<file path="src/pkg/atc_regs.svh">
// register offsets, field positions, reset values and time figures
`ifndef ATC_REGS_SVH
`define ATC_REGS_SVH

// ----------------------------------------------------------------
// register offsets (7-bit control bus address)
// ----------------------------------------------------------------
`define ATC_LATT_OFS 7'h67
`define ATC_LDEC_OFS 7'h68
`define ATC_RATT_OFS 7'h69
`define ATC_RDEC_OFS 7'h6A

// ----------------------------------------------------------------
// field positions and reset value
// ----------------------------------------------------------------
`define ATC_SEL_BIT 7
`define ATC_BASE_MSB 6
`define ATC_BASE_LSB 5
`define ATC_MULT_MSB 4
`define ATC_MULT_LSB 2
`define ATC_REG_RST 8'h00

// ----------------------------------------------------------------
// baseline times in ms
// ----------------------------------------------------------------
`define ATC_ATT_MS0 16'h0007
`define ATC_ATT_MS1 16'h0008
`define ATC_ATT_MS2 16'h000A
`define ATC_ATT_MS3 16'h000B
`define ATC_DEC_MS0 16'h0032
`define ATC_DEC_MS1 16'h0096
`define ATC_DEC_MS2 16'h00FA
`define ATC_DEC_MS3 16'h015E

// ----------------------------------------------------------------
// decay caps in ms, ratio code = 2 * ratio - 2
// ----------------------------------------------------------------
`define ATC_CAP_R1_0 16'h0FA0
`define ATC_CAP_R1_5 16'h15E0
`define ATC_CAP_R2_0 16'h1F40
`define ATC_CAP_R2_5 16'h2580
`define ATC_CAP_R3_X 16'h2BC0
`define ATC_CAP_R4_X 16'h3E80
`define ATC_CAP_R5_0 16'h4B00
`define ATC_CAP_R5_X 16'h5780

`endif

</file>
<file path="src/pkg/atc_pkg.sv">
// types and shared lookups of the agc time constant override bank
`include "atc_regs.svh"
package atc_pkg;

  // ----------------------------------------------------------------
  // one override register, msb first
  // ----------------------------------------------------------------
  typedef struct packed {
    logic sel; // 1: use this register, 0: legacy
    logic [1:0] base; // baseline code
    logic [2:0] mult; // power of two exponent
    logic [1:0] rsvd; // reserved, stored as written
  } atc_ovr_t;

  // baseline in ms for attack or decay
  function automatic logic [15:0] atc_base_ms(input logic is_dec,
                                             input logic [1:0] code);
    logic [15:0] ms;
    ms = 16'h0000;
    case (code)
      2'h0: ms = is_dec ? `ATC_DEC_MS0 : `ATC_ATT_MS0;
      2'h1: ms = is_dec ? `ATC_DEC_MS1 : `ATC_ATT_MS1;
      2'h2: ms = is_dec ? `ATC_DEC_MS2 : `ATC_ATT_MS2;
      default: ms = is_dec ? `ATC_DEC_MS3 : `ATC_ATT_MS3;
    endcase
    return ms;
  endfunction

  // baseline scaled by 2**mult; 350 * 128 still fits 16 bits
  function automatic logic [15:0] atc_scaled_ms(input logic is_dec,
                                               input atc_ovr_t r);
    return atc_base_ms(is_dec, r.base) << r.mult;
  endfunction

endpackage

</file>
<file path="src/hdl/atc_override_bank.sv">
// agc attack and decay time override registers with effective times
`timescale 1ns/100ps
`include "atc_regs.svh"
// Functional notes
// - left decay select picks legacy or override
// - left decay baseline 50/150/250/350 ms
// - decay multiplier is two to the code
// - attack multiplier is two to the code
// - right attack select picks legacy or override
// - right attack baseline 7/8/10/11 ms
// - right decay select picks legacy or override
// - right decay baseline 50/150/250/350 ms
// - decay cap 4/5.6/8/9.6 s low ratios
// - decay cap 11.2/16/19.2/22.4 s higher ratios
// - left attack select picks legacy or override
// - left attack baseline 7/8/10/11 ms scaled
module atc_override_bank #(
  parameter int TIME_W = 16 // width of time outputs in ms
) (
  input wire logic clk_i, // codec clock
  input wire logic rst_n_i, // async reset, active low
  input wire logic wr_i, // control bus write strobe
  input wire logic rd_i, // control bus read strobe
  input wire logic [6:0] addr_i, // register address
  input wire logic [7:0] wdata_i, // write data
  output logic [7:0] rdata_o, // read data, one cycle after rd_i
  input wire logic [3:0] adc_decimation_ratio_i, // 2*ratio-2
  input wire logic [15:0] l_att_legacy_ms_i, // left attack, legacy
  input wire logic [15:0] l_dec_legacy_ms_i, // left decay, legacy
  input wire logic [15:0] r_att_legacy_ms_i, // right attack, legacy
  input wire logic [15:0] r_dec_legacy_ms_i, // right decay, legacy
  output logic [15:0] l_att_ms_o, // left attack effective
  output logic [15:0] l_dec_ms_o, // left decay effective
  output logic [15:0] r_att_ms_o, // right attack effective
  output logic [15:0] r_dec_ms_o // right decay effective
);

  // ----------------------------------------------------------------
  // elaboration check
  // ----------------------------------------------------------------
  // the longest product, 350 ms times 128, needs all 16 bits
  if (TIME_W != 16) begin : g_bad_width
    $error("atc_override_bank: TIME_W must be 16");
  end

  // ----------------------------------------------------------------
  // decode
  // ----------------------------------------------------------------
  atc_pkg::atc_ovr_t latt_q, ldec_q, ratt_q, rdec_q; // override regs
  wire logic hit_latt; // address matches left attack
  wire logic hit_ldec; // address matches left decay
  wire logic hit_ratt; // address matches right attack
  wire logic hit_rdec; // address matches right decay
  wire logic [7:0] rdata_d; // read mux
  wire logic [15:0] cap_ms; // decay cap for current ratio

  assign hit_latt = addr_i == `ATC_LATT_OFS;
  assign hit_ldec = addr_i == `ATC_LDEC_OFS;
  assign hit_ratt = addr_i == `ATC_RATT_OFS;
  assign hit_rdec = addr_i == `ATC_RDEC_OFS;
  // unmapped addresses read as zero
  assign rdata_d = hit_latt ? latt_q :
                   hit_ldec ? ldec_q :
                   hit_ratt ? ratt_q :
                   hit_rdec ? rdec_q : 8'h00;

  // cap per decimation ratio; codes past 8 take the top cap
  function automatic logic [15:0] decay_cap(input logic [3:0] code);
    logic [15:0] c;
    c = `ATC_CAP_R5_X;
    case (code)
      4'h0: c = `ATC_CAP_R1_0;
      4'h1: c = `ATC_CAP_R1_5;
      4'h2: c = `ATC_CAP_R2_0;
      4'h3: c = `ATC_CAP_R2_5;
      4'h4, 4'h5: c = `ATC_CAP_R3_X;
      4'h6, 4'h7: c = `ATC_CAP_R4_X;
      4'h8: c = `ATC_CAP_R5_0;
      default: c = `ATC_CAP_R5_X;
    endcase
    return c;
  endfunction

  assign cap_ms = decay_cap(adc_decimation_ratio_i);

  // ----------------------------------------------------------------
  // register file
  // ----------------------------------------------------------------
  // reserved bits are stored as written; software keeps them zero
  // and only the read mux returns them
  always_ff @(posedge clk_i or negedge rst_n_i) begin
    if (!rst_n_i) begin
      latt_q <= `ATC_REG_RST;
      ldec_q <= `ATC_REG_RST;
      ratt_q <= `ATC_REG_RST;
      rdec_q <= `ATC_REG_RST;
    end else if (wr_i) begin
      if (hit_latt) latt_q <= wdata_i;
      if (hit_ldec) ldec_q <= wdata_i;
      if (hit_ratt) ratt_q <= wdata_i;
      if (hit_rdec) rdec_q <= wdata_i;
    end
  end

  // read data holds its value between reads
  always_ff @(posedge clk_i or negedge rst_n_i) begin
    if (!rst_n_i) begin
      rdata_o <= 8'h00;
    end else if (rd_i) begin
      rdata_o <= rdata_d;
    end
  end

  // ----------------------------------------------------------------
  // effective time constants
  // ----------------------------------------------------------------
  // left attack
  atc_time_calc #(.IS_DECAY(1'b0)) u_latt (
    .clk_i(clk_i), .rst_n_i(rst_n_i), .ovr_i(latt_q),
    .legacy_ms_i(l_att_legacy_ms_i), .cap_ms_i(cap_ms),
    .time_ms_o(l_att_ms_o));
  // left decay
  atc_time_calc #(.IS_DECAY(1'b1)) u_ldec (
    .clk_i(clk_i), .rst_n_i(rst_n_i), .ovr_i(ldec_q),
    .legacy_ms_i(l_dec_legacy_ms_i), .cap_ms_i(cap_ms),
    .time_ms_o(l_dec_ms_o));
  // right attack
  atc_time_calc #(.IS_DECAY(1'b0)) u_ratt (
    .clk_i(clk_i), .rst_n_i(rst_n_i), .ovr_i(ratt_q),
    .legacy_ms_i(r_att_legacy_ms_i), .cap_ms_i(cap_ms),
    .time_ms_o(r_att_ms_o));
  // right decay
  atc_time_calc #(.IS_DECAY(1'b1)) u_rdec (
    .clk_i(clk_i), .rst_n_i(rst_n_i), .ovr_i(rdec_q),
    .legacy_ms_i(r_dec_legacy_ms_i), .cap_ms_i(cap_ms),
    .time_ms_o(r_dec_ms_o));
endmodule

</file>
<file path="src/hdl/atc_time_calc.sv">
// one effective agc time constant: legacy or override, capped for decay
`timescale 1ns/100ps
module atc_time_calc #(
  parameter bit IS_DECAY = 1'b0 // 1: decay path with cap
) (
  input wire logic clk_i, // codec clock
  input wire logic rst_n_i, // async reset, active low
  input wire atc_pkg::atc_ovr_t ovr_i, // override register
  input wire logic [15:0] legacy_ms_i, // time from legacy agc reg
  input wire logic [15:0] cap_ms_i, // decay cap for current ratio
  output logic [15:0] time_ms_o // effective time, registered
);

  // ----------------------------------------------------------------
  // selection
  // ----------------------------------------------------------------
  wire logic [15:0] scaled_ms; // baseline times factor
  wire logic [15:0] ovr_ms; // override after cap
  wire logic [15:0] time_ms_d; // next effective time

  // multiplier code shifts the baseline left
  assign scaled_ms = atc_pkg::atc_scaled_ms(IS_DECAY, ovr_i);
  // cap only bites on decay; attack never reaches a cap
  assign ovr_ms = (IS_DECAY && scaled_ms > cap_ms_i) ? cap_ms_i
                                                     : scaled_ms;
  // legacy time passes untouched when select is clear
  assign time_ms_d = ovr_i.sel ? ovr_ms : legacy_ms_i;

  // ----------------------------------------------------------------
  // output register
  // ----------------------------------------------------------------
  // register keeps the output glitch free toward the gain loop
  always_ff @(posedge clk_i or negedge rst_n_i) begin
    if (!rst_n_i) begin
      time_ms_q_reset: time_ms_o <= 16'h0000;
    end else begin
      time_ms_o <= time_ms_d;
    end
  end

endmodule

</file>
<file path="config.mk">
export PLATFORM = sky130hd
export DESIGN_NAME = atc_override_bank
export DESIGN_NICKNAME = d
export VERILOG_FILES = /design/src/pkg/atc_pkg.sv /design/src/hdl/atc_override_bank.sv /design/src/hdl/atc_time_calc.sv
export VERILOG_INCLUDE_DIRS = /design/src /design/src/pkg
export SDC_FILE = /design/constraint.sdc
export NUM_CORES = 1
export LEC_CHECK = 0
export ABC_AREA = 1
export BUFFER_PORTS_ARGS = -buffer_cell sky130_fd_sc_hd__buf_2
export CORE_ASPECT_RATIO = 1.75
export CORE_MARGIN = 4
export CORE_UTILIZATION = 55
export CTS_BUF_LIST = sky130_fd_sc_hd__clkbuf_4
export CTS_CLUSTER_DIAMETER = 120
export DETAILED_ROUTE_END_ITERATION = 8
export GPL_TIMING_DRIVEN = 0
export PLACE_DENSITY = 0.82
export RECOVER_POWER = 50
export SLEW_MARGIN = 20
export SYNTH_ARGS = -nofsm -noshare
export SYNTH_HDL_FRONTEND = slang
export SYNTH_SLANG_ARGS = --single-unit
</file>
<file path="constraint.sdc">
create_clock -name clk_i -period 3.6 [get_ports clk_i]
set_clock_uncertainty 0.2 [all_clocks]
set_input_delay 0.36 -clock clk_i [delete_from_list [all_inputs] [get_ports clk_i]]
set_output_delay 0.36 -clock clk_i [all_outputs]
set_load 0.01 [all_outputs]
</file>
==> results.md <==
- Final setup vio count: 0
- Crit-path cells: inv_1 > ha_1 > nor2_1 > nand2_1 > o211ai_1 > nand2_1 > o21ai_1 > inv_1 > ha_1 > nand2_1 > nor3_2 > nand3_1 > o21ai_4 > buf_6 > nand2_2 > nand3_2 > nand2_1
- Largest net degree at the start of global routing: 54
- Status: finished with violations
- Post-synth EDFFs: 0
- Syn Inst Count: 799
- Tcrit/Tclk final: 91.1%
- Netlist cell types: 36
- Via count of the first global-routing pass: 6209
- Area of the multi-input gates: 2990 um2
- Hold Path Class: input port to flip-flop
- Sequential-to-total area share from yosys stat: 42.6%
- Max_slew headroom: -58.1%
- RSZ-0062 raised after global routing: false
- Synthesis-to-layout area growth: 30.1%
- Critical path fanouts, max: 10
- Yosys top cell by area: dfrtp_1
- Nets: 1168
- Non-Filler Cell Area, Final: 7950 um2
- Pleak: 0.00426 uW
- Final Util: 73.9%
- Yosys reg bits: 104
- Max Cap Violations: 1
- 1st-pass router iterations: 6
- Setup crit end kind: flip-flop
- DRC errors left: 0
- Syn Area/Cell: 7.65 um2
- Worst Tran Pin Value: 2370 ps
- WL final: 17.2 mm
- Vias post-DR: 6220
- Storage element area: 2600 um2
- Total congestion overflow: 0
- CP max-delay cell: dfrtp_2
- Failing checks: capacitance limit, slew limit
- Vias per std cell: 5.28
- Max Slew Vio Count: 53
- Clock Sinks: 104
- Worst hold slack: 14.1 ps
- Dominant synthesized flop cell: dfrtp_1
- Startpoint Class: flip-flop
- CP dominant cell by count: nand2_1
- Row count: 50
- Final Hold Vio Count: 0
- Maximum VDD drop: 0.397 mV
- Cell Area, Placed: 7100 um2
- Tmin final: 3280 ps
- DRT iter0 DRCs: 301
- Share of cells above drive strength 1: 20.8%
- Routed wire per std cell: 14.6 um
- Antenna violations before repair: 1
- First-pass GRT wire length: 28.2 mm
- Yosys top cell area share: 42.6%
- Post-Syn Area: 6110 um2
- Setup Fix Bufs, Post-CTS: 0
- DIE AREA: 12900 um2
- Mapped Nets: 925
- Die Y: 147 um
- Post-detail-place hpwl: 12.3 mm
- CTS tree: done
- Synth Warn #: 0
- CTS buffer count: 9
- Die width: 87.7 um
- Clock input transition at the sequential cells of the worst setup and hold paths: 160 ps
- Critical Path AT: 3460 ps
- Worst-case clock buffer depth: 2
- Setup CP Type: flip-flop to flip-flop
- FMAX: 305 MHz
- PwrDens: 393 nW/um2
- Overall power: 3130 uW
- Initial core utilization: 56.8%
- Ports: 159
- Gr usage total: 27.4%
- H-Tree Depth: 3
- Clk_lat worst skew: 470 ps
- Area contributors post-synth: dfrtp_1 (43%), nand2_1 (14%), o21ai_0 (8.1%)
- Detail Route Antenna Nets: 0
- # fillers: 890
- Core area: 10800 um2
- GPL Wtd Cong: 0.921
- PortBufs: 158
- Largest stage delay on the critical path: 440 ps
- Async SR Flop Fraction: 100%
- Sum of negative setup slack: 0 ps
- Root buffer cell: clkbuf_4
- CP required: 3780 ps
worst paths after layout:
path                                       startpoint                        endpoint  slack [ps]  cells past startpoint
worst max-delay path            ldec_q[5]$_DFFE_PN0P_  u_ldec.time_ms_o[10]$_DFF_PN0_         320                     17
max in group asynchronous                     rst_n_i  u_rdec.time_ms_o[10]$_DFF_PN0_         780                      2
worst min register to register  ldec_q[0]$_DFFE_PN0P_           ldec_q[0]$_DFFE_PN0P_         310                      2
worst max register to register  ldec_q[5]$_DFFE_PN0P_  u_ldec.time_ms_o[10]$_DFF_PN0_         320                     17
min in group asynchronous                     rst_n_i   u_ratt.time_ms_o[3]$_DFF_PN0_        1070                      2
worst min-delay path                             rd_i          rdata_o[7]$_DFFE_PN0P_          10                      3
sequential cells by signal, summed over array words and instances, names as in the netlist:
register and count:
latt_q 8, ldec_q 8, ratt_q 8, rdata_o 8, rdec_q 8, u_latt.time_ms_o 16
u_ldec.time_ms_o 16, u_ratt.time_ms_o 16, u_rdec.time_ms_o 16
worst max-delay path: cells and delay by family (launching register included):
family / cells / cell delay (ps)
AOI/OAI and AO/OA: 3 / 570
adders and majority gates: 2 / 510
and+or+nand+nor: 9 / 1110
DFF: 1 / 440
buffers and inverters: 3 / 360
per-stage QoR:
step,cells,setup slack [ps]
detailed placement,1088,290
global placement,1087,313
CTS,1177,200
floorplan,799,713
global route,1178,28.4
finish,1178,319
what timing repair did:
| action | 4_1_cts | 5_1_grt |
|---|---|---|
| hold buffers | 73 | 0 |
| resized for setup | 0 | 3 |
| hold endpoints to repair | 141 | 0 |
| endpoints found under the setup margin | 0 | 14 |
synthesized netlist by cell type, types with 7 or more instances:
master    instances
buf_4             7
clkbuf_1         12
dfrtp_1         104
ha_1             39
inv_1            87
nand2_1         229
nand2_2          11
nand3_1          67
nand3_2          12
nor2_1           61
o21ai_0          99
o22ai_1           8
per-layer routing:
layer	vias up	GRT usage, %	share of wire (%)
li1	3075	-	-
met1	2869	29.8	36
met2	215	49.5	53
met3	61	4.41	6.0
met4	0	13.9	4.9
met5	-	0	0
placed cells by master, fill, tap and decap left out, drive strengths merged, types with 2 or more instances in the layout:
master	instances
and2	2
o31ai	4
nand3	79
o21bai	2
o221ai	4
dlygate4sd3	73
o21ai	103
nand2	241
a21oi	6
o21a	3
buf	168
inv	95
nand4	4
clkbuf	26
dfrtp	104
or2	2
mux2i	2
o22ai	8
nor2	64
ha	39
clkinv	4
o211ai	6
area by class of cell:
cell class	count	area share [%]
clock buffer	9	0.850
antenna	1	0.0315
timing repair buffer	232	19.5
clock inverter	7	0.976
buffer	27	1.81
tap	130	2.05
sequential	104	32.8
inverter	94	4.44
multi-input combinational	574	37.6
where the power goes:
part / switching (uW) / internal, uW
clock network: 421 / 221
logic: 669 / 431
registers: 64.9 / 1320
total: 1150 / 1970
logic make-up after synthesis:
kind of cell               Yosys count  share of synthesized area [%]
AOI/OAI and AO/OA                  138                           12.7
muxes                                2                          0.328
and+or+nand+nor                    395                           28.2
DFF                                104                           42.6
adders and majority gates           39                           7.99
buffers and inverters              121                           8.23
Note: power is estimated with default switching activity, not from simulation.
